### src/angle_link_pkg.sv
// Purpose: shared constants for the angle sensor serial read-out link
// Assumes: both ends run on clk_i at 100 MHz
// Notes:   times are kept in their own unit, cycle counts derive from them
package angle_link_pkg;
    localparam int CLK_PERIOD_NS        = 10;
    localparam int DRIVE_ACTIVE_MAX_NS  = 100;
    localparam int SELECT_TO_CLK_MIN_NS = 500;
    localparam int DATA_VALID_MAX_NS    = 375;
    localparam int TRISTATE_MAX_NS      = 100;
    localparam int SELECT_HIGH_MIN_NS   = 500;
    localparam int SAMPLE_RATE_HZ       = 10420;
    localparam int POWERUP_10_MS        = 50;
    localparam int POWERUP_12_MS        = 20;
    localparam int LINK_CLK_MAX_HZ      = 1000000;
    localparam int CLK_HZ               = 1000000000 / CLK_PERIOD_NS;
    // least times round up, longest round down, except the data valid time, which rounds up
    localparam int SELECT_TO_CLK_CYC = (SELECT_TO_CLK_MIN_NS + CLK_PERIOD_NS - 1) / CLK_PERIOD_NS;
    localparam int DATA_VALID_CYC    = (DATA_VALID_MAX_NS + CLK_PERIOD_NS - 1) / CLK_PERIOD_NS;
    localparam int SELECT_HIGH_CYC   = (SELECT_HIGH_MIN_NS + CLK_PERIOD_NS - 1) / CLK_PERIOD_NS;
    localparam int DRIVE_ACTIVE_CYC  = DRIVE_ACTIVE_MAX_NS / CLK_PERIOD_NS;
    localparam int TRISTATE_CYC      = TRISTATE_MAX_NS / CLK_PERIOD_NS;
    localparam int HALF_PERIOD_CYC   = (CLK_HZ / LINK_CLK_MAX_HZ + 1) / 2;
    localparam int SAMPLE_PERIOD_CYC = CLK_HZ / SAMPLE_RATE_HZ;
    localparam int POWERUP_10_CYC    = POWERUP_10_MS * (CLK_HZ / 1000);
    localparam int POWERUP_12_CYC    = POWERUP_12_MS * (CLK_HZ / 1000);
    localparam int POS_BITS_12       = 12;
    localparam int POS_BITS_10       = 10;
    localparam int POS_W             = 12;
    localparam logic [POS_W-1:0] POS_RESET = 12'h000;
endpackage

### src/angle_link_if.sv
// Purpose: wires between sensor end and host end
// Assumes: serial data is three-state; the bench resolves the wire from data_oe
// Notes:   select_low is read as high by the sensor when nobody drives it
interface angle_link_if;
    logic select_low;
    logic serial_clk;
    logic data_o;
    logic data_oe;
    modport sensor (input select_low, input serial_clk, output data_o, output data_oe);
    modport host   (output select_low, output serial_clk, input data_o, input data_oe);
endinterface

### src/angle_fifo.sv
// Purpose: small valid/ready fifo for received positions
// Assumes: single clock
// Notes:   depth must be a power of two
module angle_fifo #(
    parameter int WIDTH = 12,
    parameter int DEPTH = 8
)(
    input  wire logic             clk_i,
    input  wire logic             rst_n_i,
    input  wire logic [WIDTH-1:0] in_data_i,
    input  wire logic             in_valid_i,
    output logic                  in_ready_o,
    output logic [WIDTH-1:0]      out_data_o,
    output logic                  out_valid_o,
    input  wire logic             out_ready_i
);
    localparam int AW = $clog2(DEPTH);
    logic [WIDTH-1:0] mem [DEPTH];
    logic [AW:0]      wr_reg, wr_next, rd_reg, rd_next;
    logic             full, empty, push, pop;

    assign full  = (wr_reg[AW] != rd_reg[AW]) && (wr_reg[AW-1:0] == rd_reg[AW-1:0]);
    assign empty = (wr_reg == rd_reg);
    assign push  = in_valid_i & ~full;
    assign pop   = out_ready_i & ~empty;

    always_comb
    begin
        wr_next = push ? wr_reg + 1'b1 : wr_reg;
        rd_next = pop ? rd_reg + 1'b1 : rd_reg;
    end

    always_ff @(posedge clk_i or negedge rst_n_i)
    begin
        if (!rst_n_i)
        begin
            wr_reg <= '0;
            rd_reg <= '0;
        end
        else
        begin
            wr_reg <= wr_next;
            rd_reg <= rd_next;
        end
    end

    always_ff @(posedge clk_i)
    begin
        if (push)
            mem[wr_reg[AW-1:0]] <= in_data_i;
    end

    assign in_ready_o  = ~full;
    assign out_valid_o = ~empty;
    assign out_data_o  = mem[rd_reg[AW-1:0]];
endmodule

### src/angle_host_end.sv
// Purpose: host end: frames a read-out, makes the serial clock, collects bits
// Assumes: sensor sits on the same interface
// Notes:   a frame is only started while the fifo has room, so no word is lost
module angle_host_end
    import angle_link_pkg::*;
#(
    parameter int NBITS       = POS_BITS_12,
    parameter int FIFO_DEPTH  = 8,
    parameter int POWERUP_CYC = (NBITS == POS_BITS_12) ? POWERUP_12_CYC : POWERUP_10_CYC
)(
    input  wire logic        clk_i,
    input  wire logic        rst_n_i,
    angle_link_if.host       link,
    input  wire logic        start_i,
    output logic [POS_W-1:0] pos_o,
    output logic             pos_valid_o,
    input  wire logic        pos_ready_i,
    output logic             busy_o
);
    typedef enum logic [2:0] {WAIT_PWR, IDLE, SETUP, CLK_HI, CLK_LO, GAP} hstate_e;

    logic [1:0]       d_sync_reg;
    hstate_e          state_reg, state_next;
    logic [31:0]      tmr_reg, tmr_next;
    logic [4:0]       bit_reg, bit_next;
    logic [POS_W-1:0] acc_reg, acc_next;
    logic             sel_reg, sel_next, sclk_reg, sclk_next, push_reg, push_next;
    logic             fifo_ready;
    logic             busy_reg, busy_next;

    always_comb
    begin
        state_next = state_reg;
        tmr_next   = (tmr_reg == 32'h0) ? 32'h0 : tmr_reg - 32'h1;
        bit_next   = bit_reg;
        acc_next   = acc_reg;
        sel_next   = sel_reg;
        sclk_next  = sclk_reg;
        push_next  = 1'b0;
        case (state_reg)
            WAIT_PWR:
                if (tmr_reg == 32'h0)
                    state_next = IDLE;
            IDLE:
                if (start_i && fifo_ready)
                begin
                    sel_next   = 1'b0;
                    state_next = SETUP;
                    tmr_next   = 32'(SELECT_TO_CLK_CYC);
                    bit_next   = 5'(NBITS);
                    acc_next   = POS_RESET;
                end
            SETUP:
                // clock idles high: the first action of a frame is a fall
                if (tmr_reg == 32'h0)
                begin
                    sclk_next  = 1'b0;
                    state_next = CLK_LO;
                    tmr_next   = 32'(HALF_PERIOD_CYC);
                end
            CLK_LO:
                if (tmr_reg == 32'h0)
                begin
                    sclk_next  = 1'b1;
                    state_next = CLK_HI;
                    tmr_next   = 32'(HALF_PERIOD_CYC);
                end
            CLK_HI:
                // half period exceeds the 375 ns valid time plus pin sync;
                // the rise after the last bit lets the sensor release the line
                if (tmr_reg == 32'h0)
                begin
                    if (bit_reg == 5'h0)
                    begin
                        sel_next   = 1'b1;
                        push_next  = 1'b1;
                        state_next = GAP;
                        tmr_next   = 32'(SELECT_HIGH_CYC);
                    end
                    else
                    begin
                        sclk_next  = 1'b0;
                        acc_next   = {acc_reg[POS_W-2:0], d_sync_reg[1]};
                        bit_next   = bit_reg - 5'h1;
                        state_next = CLK_LO;
                        tmr_next   = 32'(HALF_PERIOD_CYC);
                    end
                end
            GAP:
            begin
                sclk_next = 1'b1;
                if (tmr_reg == 32'h0)
                    state_next = IDLE;
            end
            default:
                state_next = IDLE;
        endcase
        busy_next = (state_next != IDLE);
    end

    always_ff @(posedge clk_i or negedge rst_n_i)
    begin
        if (!rst_n_i)
        begin
            d_sync_reg <= 2'h0;
            state_reg  <= WAIT_PWR;
            tmr_reg    <= 32'(POWERUP_CYC);
            bit_reg    <= 5'h0;
            acc_reg    <= POS_RESET;
            sel_reg    <= 1'b1;
            sclk_reg   <= 1'b1;
            push_reg   <= 1'b0;
            busy_reg   <= 1'b1;
        end
        else
        begin
            d_sync_reg <= {d_sync_reg[0], link.data_o & link.data_oe};
            state_reg  <= state_next;
            tmr_reg    <= tmr_next;
            bit_reg    <= bit_next;
            acc_reg    <= acc_next;
            sel_reg    <= sel_next;
            sclk_reg   <= sclk_next;
            push_reg   <= push_next;
            busy_reg   <= busy_next;
        end
    end

    angle_fifo #(.WIDTH(POS_W), .DEPTH(FIFO_DEPTH)) u_fifo (
        .clk_i       (clk_i),
        .rst_n_i     (rst_n_i),
        .in_data_i   (acc_reg),
        .in_valid_i  (push_reg),
        .in_ready_o  (fifo_ready),
        .out_data_o  (pos_o),
        .out_valid_o (pos_valid_o),
        .out_ready_i (pos_ready_i)
    );

    assign link.select_low = sel_reg;
    assign link.serial_clk = sclk_reg;
    assign busy_o          = busy_reg;
endmodule

### src/flat_wrapper.sv
// flat-port wrapper written by rule: the top's interface ports become plain ports
module angle_host_end_flat import angle_link_pkg::*;
#(
    parameter int NBITS       = POS_BITS_12,
    parameter int FIFO_DEPTH  = 8,
    parameter int POWERUP_CYC = (NBITS == POS_BITS_12) ? POWERUP_12_CYC : POWERUP_10_CYC
)
  (clk_i, rst_n_i, start_i, pos_o, pos_valid_o, pos_ready_i, busy_o, link_select_low, link_serial_clk, link_data_o, link_data_oe);
  angle_link_if link_i ();
  input  wire logic clk_i;
  input  wire logic rst_n_i;
  input  wire logic start_i;
  output logic [POS_W-1:0] pos_o;
  output logic pos_valid_o;
  input  wire logic pos_ready_i;
  output logic busy_o;
  output wire logic [$bits(link_i.select_low)-1:0] link_select_low;
  output wire logic [$bits(link_i.serial_clk)-1:0] link_serial_clk;
  input wire logic [$bits(link_i.data_o)-1:0] link_data_o;
  input wire logic [$bits(link_i.data_oe)-1:0] link_data_oe;
  assign link_select_low = link_i.select_low;
  assign link_serial_clk = link_i.serial_clk;
  assign link_i.data_o = link_data_o;
  assign link_i.data_oe = link_data_oe;
  angle_host_end #(.NBITS(NBITS), .FIFO_DEPTH(FIFO_DEPTH), .POWERUP_CYC(POWERUP_CYC)) u_core (.clk_i(clk_i), .rst_n_i(rst_n_i), .link(link_i), .start_i(start_i), .pos_o(pos_o), .pos_valid_o(pos_valid_o), .pos_ready_i(pos_ready_i), .busy_o(busy_o));
endmodule
### config.mk
export PLATFORM = sky130hd
export DESIGN_NAME = angle_host_end_flat
export DESIGN_NICKNAME = d
export VERILOG_FILES = /design/src/angle_link_pkg.sv /design/src/angle_link_if.sv /design/src/angle_fifo.sv /design/src/angle_host_end.sv /design/src/flat_wrapper.sv
export SDC_FILE = /design/constraint.sdc
export NUM_CORES = 1
export LEC_CHECK = 0
export BUFFER_PORTS_ARGS = -buffer_cell sky130_fd_sc_hd__buf_4
export CAP_MARGIN = 20
export CORE_MARGIN = 5
export CORE_UTILIZATION = 50
export CTS_BUF_LIST = sky130_fd_sc_hd__clkbuf_4
export CTS_CLUSTER_DIAMETER = 80
export DETAILED_ROUTE_END_ITERATION = 7
export PLACE_DENSITY = 0.66
export SYNTH_ARGS = -nofsm -noshare
export SYNTH_HDL_FRONTEND = slang
export SYNTH_SLANG_ARGS = --single-unit
### constraint.sdc
create_clock -name clk_i -period 3.95 [get_ports clk_i]
set_clock_uncertainty 0.15 [all_clocks]
set_input_delay 0.395 -clock clk_i [delete_from_list [all_inputs] [get_ports clk_i]]
set_output_delay 0.395 -clock clk_i [all_outputs]
set_load 0.01 [all_outputs]
==> results of run 1 <==
worst paths after layout:
| kind | start | endpoint | slack (ns) |
|---|---|---|---|
| hold / removal | pos_ready_i | u_core.u_fifo.rd_reg[0] | 0.07 |
| setup / recovery | u_core.u_fifo.rd_reg[0] | pos_o[9] | 0.98 |
| hold reg to reg | u_core.d_sync_reg[0] | u_core.d_sync_reg[1] | 0.22 |
| max in group asynchronous | rst_n_i | u_core.tmr_reg[22] | 2.80 |
| min in group asynchronous | rst_n_i | u_core.d_sync_reg[0] | 0.33 |
| setup reg to reg | u_core.tmr_reg[8] | u_core.tmr_reg[11] | 1.11 |
logic make-up after synthesis:
family                     after synthesis
AOI/OAI and AO/OA                       42
adders and majority gates                5
buffers and inverters                   28
muxes                                   41
DFF                                    162
xor gates and xnor gates                35
and+or+nand+nor                        169
power groups by stage:
stage / combinational [W] / sequential (W) / clock (W)
detailed placement: 0.0000180 / 0.00181 / 0
CTS: 0.0000211 / 0.00178 / 0.00116
global route: 0.0000238 / 0.00178 / 0.00124
finish: 0.0000198 / 0.00178 / 0.00114
floorplan: 0.000000388 / 0.00181 / 0
global placement: 0.0000177 / 0.00181 / 0
metrics by stage:
step / cell area [um^2] / total power [W]
floorplan: 6890 / 0.00182
global placement: 7300 / 0.00183
detailed placement: 7300 / 0.00183
CTS: 7680 / 0.00296
global route: 7680 / 0.00305
finish: 7680 / 0.00294
tightest hold or removal path: cells and delay by family:
family / cells / cell delay [ns]
simple gates: 1 / 0.19
buf+inv: 1 / 0.07
xor+xnor: 1 / 0.09
per-layer routing:
layer	wire, um	share of wire
met4	72	0.0058
met3	431	0.035
met2	6170	0.50
met1	5730	0.46
met5	0	0
synthesized netlist by cell type (all sizes together), types with 2 or more instances:
library cell and instances:
nor2 46, mux4 24, nand2b 3, nor3 18, and4 4, nand2 31
or3 3, a31oi 2, inv 5, dfstp 10, nor4 11, ha 5
nand4b 2, o31ai 4, clkbuf 12, dfrtp 56, nand3 21, buf 11
or4 6, xnor2 23, mux2 15, nand4 10, mux2i 2, o21ai 20
a21oi 7, xor2 12, nor2b 3, edfxtp 96, o211ai 2, nor3b 2
and2 6
layout make-up:
| cell class | count | area (um^2) |
|---|---|---|
| Inverter | 5 | 18.8 |
| Timing Repair Buffer | 42 | 325 |
| Fill cell | 1075 | 5670 |
| Clock buffer | 18 | 135 |
| Clock inverter | 14 | 210 |
| Multi-Input combinational cell | 292 | 2230 |
| Tap cell | 176 | 220 |
| Sequential cell | 162 | 4550 |
timing repair:
item	4_1_cts	5_1_grt
setup endpoints to repair	0	0
setup buffers	0	0
hold buffers	4	0
hold endpoints to repair	58	0
==> summary.md, run 1 <==
| Metric | Value |
|---|---|
| Post-layout util | `0.576` |
| Critical-path maximum fanout | `27` |
| TNS Setup | `0 ns` |
| Number of synthesized flops with an enable pin | `96` |
| Post-synth top area share | `0.419` |
| Wire per inst | `roughly 17 um` |
| Critical-path cell list | `buf_4, mux4_2, mux2_2, buf_4` |
| Psw | `slightly below 0.0006 W` |
| DPL Wire Length | `8060 um` |
| Resize count post-CTS | `0` |
| Delay of the slowest critical-path stage | `between 0.5 and 0.6 ns` |
| Via Count | `between 3,000 and 4,000` |
| Max reg flops | `96` |
| Worst skew pair latency | `between 0.5 and 0.6 ns` |
| Mean area per synthesized cell | `14.3 um^2` |
| Ys async rst share | `0.407` |
| Finished Layout Cells | `~710` |
| Nets | `around 530` |
| F_max | `~0.34 GHz` |
| CTS Root Cell | `clkbuf_4` |
| Unique cell type count in the Yosys netlist | `44` |
| Diode count | `0` |
| Slew @ Worst Pin | `0.821 ns` |
| CP max-delay cell | `mux4_2` |
| Met2 Track Usage GR | `0.260` |
| Min Hold Slack | `0.0747 ns` |
| PortBufs | `21` |
| Largest family of logic cells by synthesized area | `simple AND/OR/NAND/NOR gates` |
| Yosys warnings | `0` |
| CP delay by family, top | `multiplexers` |
| Critical path depth | `4` |
| Worst hold path class | `input port to flop` |
| Via density | `approximately 5.5` |
| Die width | `~130 um` |
| Worst slack, placed | `approximately 1.1 ns` |
| Ys flop type | `edfxtp_1` |
| Sw Share | `0.198` |
| Flops & latches, synth | `about 160` |
| Leak | `3.18 nW` |
| Post-synthesis instance area | `between 6000 and 7000 um^2` |
| H-tree depth | `4` |
| Setup crit start kind | `flop` |
| Initial Util | `0.516` |
| Largest area contributor in the netlist | `edfxtp_1` |
| Antenna Nets Post-Route | `0` |
| Int Power | `0.00236 W` |
| Complex-gate fraction of the synthesized area | `0.0363` |
| Buf+Inv Stages, Crit Path | `2` |
| Ranking of synthesized cells by area | `edfxtp_1, dfrtp_1, mux4_2` |
| Seq pwr share | `0.606` |
| Worst Hold Depth | `3` |
| Layout cell share with drive strength beyond 1 | `0.233` |
| Critical path's most frequent cell | `buf_4` |
| First DRT Iteration DRCs | `around 320` |
| Finish-stage setup viols | `0` |
| Busiest grt layer | `met2` |
| XOR/XNOR Fraction of Synth Area | `0.0445` |
| Drt first pass iters | `4` |
| Post-route DRC | `0` |
| Die height | `roughly 130 um` |
| Simple-gate share of the synthesized area | `0.127` |
| Largest net degree at the start of global routing | `67` |
| Final worst slack | `roughly 0.98 ns` |
| Area share of fa/ha/maj cells after synthesis | `0.00909` |
| # rows | `42` |
| Final hold violations | `0` |
| Commonest non-fill, non-tap cells in the layout | `edfxtp_1, dfrtp_1, nor2_1` |
| Max_slew headroom | `0.453` |
| Commonest non-fill, non-tap cell in the layout | `edfxtp_1` |
| Area Overhead vs Synth | `11.6%` |
| Max_cap viols | `0` |
| Pwr dens | `around 380 nW/um^2` |
| Multiplexer area fraction after synthesis | `0.106` |
| Final wirelength | `around 12,000 um` |
| R2R depth | `6` |
| Routing usage on met3 | `0.0401` |
| Max-slew violations | `0` |
| # IOs | `22` |
| Critical path type | `flop to output pin` |
| Final GP Congestion | `slightly above 0.8` |
| Clock Sinks | `approximately 160` |
| Part of the cycle the worst path needs | `0.752` |
| CP endpoint kind | `output pin` |
| Maximum clock path buffer count | `2` |
| Grt met1 use | `0.226` |
| Global-route wire length before repair | `20,700 um` |
| Die area | `about 16,000 um^2` |
| Core area | `around 13,000 um^2` |
| Outcome | `finished, final reports clean` |
| Post-synthesis sequential area ratio | `0.660` |
| CP required | `roughly 3.4 ns` |
| Syn_nets | `between 400 and 500` |
| TritonCTS clock tree | `built` |
| Initial antenna violation count | `0` |
| Tmin final | `just under 3 ns` |
| Vias in the first global route | `3,992` |
| Crit path DAT | `between 2 and 2.5 ns` |
| Maximum vdd drop | `just under 0.0002 V` |
| Clock Power Share | `0.388` |
| Mapped Cells | `482` |
| GRT Util Overall | `0.165` |
| Global route total overflow | `0` |
| RSZ-0062 raised after global routing | `false` |
| Placed Cells | `around 670` |
| Logic pwr share | `0.007` |
| Clk slew on worst S/H paths | `between 0.1 and 0.15 ns` |
| CTS Buf Count | `17` |
No activity file was read; power rests on OpenSTA's default activity.
==> inputs of run 2 (changes only) <==
--- a/config.mk
+++ b/config.mk
@@ -12,7 +12,7 @@
 export CTS_BUF_LIST = sky130_fd_sc_hd__clkbuf_4
 export CTS_CLUSTER_DIAMETER = 80
 export DETAILED_ROUTE_END_ITERATION = 7
-export PLACE_DENSITY = 0.66
+export PLACE_DENSITY = 0.69
 export SYNTH_ARGS = -nofsm -noshare
 export SYNTH_HDL_FRONTEND = slang
 export SYNTH_SLANG_ARGS = --single-unit
==> constraint.sdc (replaced) <==
create_clock -name clk_i -period 2.7 [get_ports clk_i]
set_clock_uncertainty 0.15 [all_clocks]
set_input_delay 0.27 -clock clk_i [delete_from_list [all_inputs] [get_ports clk_i]]
set_output_delay 0.27 -clock clk_i [all_outputs]
set_load 0.01 [all_outputs]
==> run 2 against run 1 <==
  * Cell count grew 0.85%
  * Worst setup slack lost 0.85 ns
  * Critical path depth is the same
  * Utilization grew 0.32 points
  * Wire length grew 0.18%
==> summary.md, run 2 (same netlist as run 1, synthesis figures left out) <==
| Metric | Value |
|---|---|
| Outcome | `finished, final reports clean` |
| Maximum clock path buffer count | `2 (unchanged)` |
| Critical-path maximum fanout | `12 (-56%)` |
| Finish-stage setup viols | `0 (unchanged)` |
| CTS Root Cell | `clkbuf_4` |
| Layout cell share with drive strength beyond 1 | `0.243 (+0.0104)` |
| Global-route wire length before repair | `21,200 um (+2.6%)` |
| Max reg flops | `96 (unchanged)` |
| First DRT Iteration DRCs | `327 (+3.5%)` |
| CTS Buf Count | `17 (unchanged)` |
| Placed Cells | `676 (+0.45%)` |
| R2R Setup Slk | `0.24 ns (-0.87 ns)` |
| PortBufs | `21 (unchanged)` |
| Die height | `127 um (unchanged)` |
| Commonest non-fill, non-tap cell in the layout | `edfxtp_1` |
| Area Overhead vs Synth | `12.2%` |
| RSZ-0062 raised after global routing | `true` |
| Max_slew headroom | `0.451 (-0.00198)` |
| RR Startpoint | `u_core.tmr_reg[2]` |
| Final wirelength | `12,400 um (+0.18%)` |
| Part of the cycle the worst path needs | `0.953` |
| Largest net degree at the start of global routing | `67 (unchanged)` |
| TritonCTS clock tree | `built` |
| Antenna Nets Post-Route | `0 (unchanged)` |
| F_max | `just under 0.4 GHz` |
| Finished Layout Cells | `715 (+0.85%)` |
| Drt first pass iters | `5 (+1)` |
| Pwr dens | `519 nW/um^2 (+36%)` |
| GRT Util Overall | `0.168 (+0.00285)` |
| Max_cap viols | `0 (unchanged)` |
| Wire per inst | `17.4 um (-0.66%)` |
| Power Total | `0.00401 W (+37%)` |
| Tmin final | `between 2 and 3 ns` |
| Leak | `3.20 nW (+0.63%)` |
| Diode count | `0 (unchanged)` |
| Crit Reg-Reg Endpoint | `u_core.tmr_reg[29]` |
| Die width | `127 um (unchanged)` |
| # rows | `42 (unchanged)` |
| Die area | `16,200 um^2 (unchanged)` |
| Post-layout util | `0.579 (+0.00319)` |
| Core area | `13,300 um^2 (unchanged)` |
| Crit path DAT | `2.15 ns (-0.28 ns)` |
| Slew @ Worst Pin | `0.824 ns (+0.00297 ns)` |
| H-tree depth | `4 (unchanged)` |
| CP endpoint kind | `output pin` |
| Global route total overflow | `0 (unchanged)` |
| Nets | `537 (+1.1%)` |
| Clock Sinks | `162 (unchanged)` |
| Worst hold path class | `input port to async pin` |
| Clk slew on worst S/H paths | `0.13 ns (about the same)` |
| Worst skew pair latency | `0.54 ns (about the same)` |
| Initial Util | `0.516 (unchanged)` |
| Maximum vdd drop | `0.000271 V (+37%)` |
| Critical path type | `flop to output pin` |
| TNS Setup | `0 ns (unchanged)` |
| # IOs | `22 (unchanged)` |
| Final GP Congestion | `0.775 (-3.9%)` |
| Via Count | `3,958 (+1.4%)` |
| Post-route DRC | `0 (unchanged)` |
| Initial antenna violation count | `0 (unchanged)` |
| Commonest non-fill, non-tap cells in the layout | `edfxtp_1, dfrtp_1, nor2_1` |
| Setup crit start kind | `flop` |
| R2R depth | `5 (-1)` |
| Max-slew violations | `0 (unchanged)` |
| DPL Wire Length | `7750 um (-3.9%)` |
| Via density | `5.54 (+0.53%)` |
| CP required | `2.28 ns (-1.12 ns)` |
| Final hold violations | `0 (unchanged)` |
| Vias in the first global route | `4,099 (+2.7%)` |
-- run 2: routing by layer --
| metal | up-vias | track usage | part of all wire |
|---|---|---|---|
| met4 | 0 | 0.0435 | 0.0039 |
| met3 | 4 | 0.0413 | 0.045 |
| met5 | - | 0 | 0 |
| met1 | 1991 | 0.226 | 0.44 |
| met2 | 63 | 0.275 | 0.51 |
| li1 | 1900 | - | - |
-- run 2: worst max-delay path by stage --
stage	slack (ns)	depth (start not counted)	from	to
2_1_floorplan	0.17	5	u_core.u_fifo.rd_reg[1]	u_core.u_fifo.mem[4][0]
3_3_place_gp	0.27	5	u_core.tmr_reg[2]	u_core.tmr_reg[29]
3_5_place_dp	0.23	5	u_core.tmr_reg[2]	u_core.tmr_reg[29]
4_1_cts	0.03	4	u_core.u_fifo.rd_reg[0]	pos_o[3]
5_1_grt	-0.01	4	u_core.u_fifo.rd_reg[0]	pos_o[3]
6_report	0.13	4	u_core.u_fifo.rd_reg[0]	pos_o[0]
-- run 2: what timing repair did --
action	4_1_cts	5_1_grt
setup endpoints to repair	12	7
buffers inserted	1	0
hold buffers	5	0
endpoints found under the hold margin	62	0
pin swaps	0	0
cloned	1	0
resized for setup	2	6
-- run 2: through the flow --
step           setup slack [ns]  hold WS (ns)  instance area (um^2)
5_1_grt                 -0.0100         0.256                  7720
3_5_place_dp              0.232         0.224                  7340
6_report                  0.126         0.229                  7720
2_1_floorplan             0.171        -0.176                  6890
3_3_place_gp              0.265         0.220                  7340
4_1_cts                  0.0333         0.206                  7700
-- run 2: where the power goes --
| group | leakage [nW] | total [W] | internal (W) | switching (W) |
|---|---|---|---|---|
| clock network | 0.152 | 0.00138 | 0.000487 | 0.000891 |
| registers | 1.93 | 0.00260 | 0.00260 | 0.000000520 |
| logic | 1.13 | 0.0000302 | 0.00000967 | 0.0000206 |
-- run 2: critical path, stage by stage, from the launching register on --
cell     delay (ns)
dfrtp_2        0.49
buf_12         0.19
mux4_2         0.52
mux2_2         0.27
buf_4          0.14
-- run 2: final cells by class --
| class | instances | area [um^2] |
|---|---|---|
| Inverter | 5 | 18.8 |
| Clock inverter | 15 | 149 |
| Timing Repair Buffer | 48 | 409 |
| Clock buffer | 17 | 128 |
| Fill cell | 1098 | 5620 |
| Multi-Input combinational cell | 292 | 2250 |
| Sequential cell | 162 | 4550 |
| Tap cell | 176 | 220 |
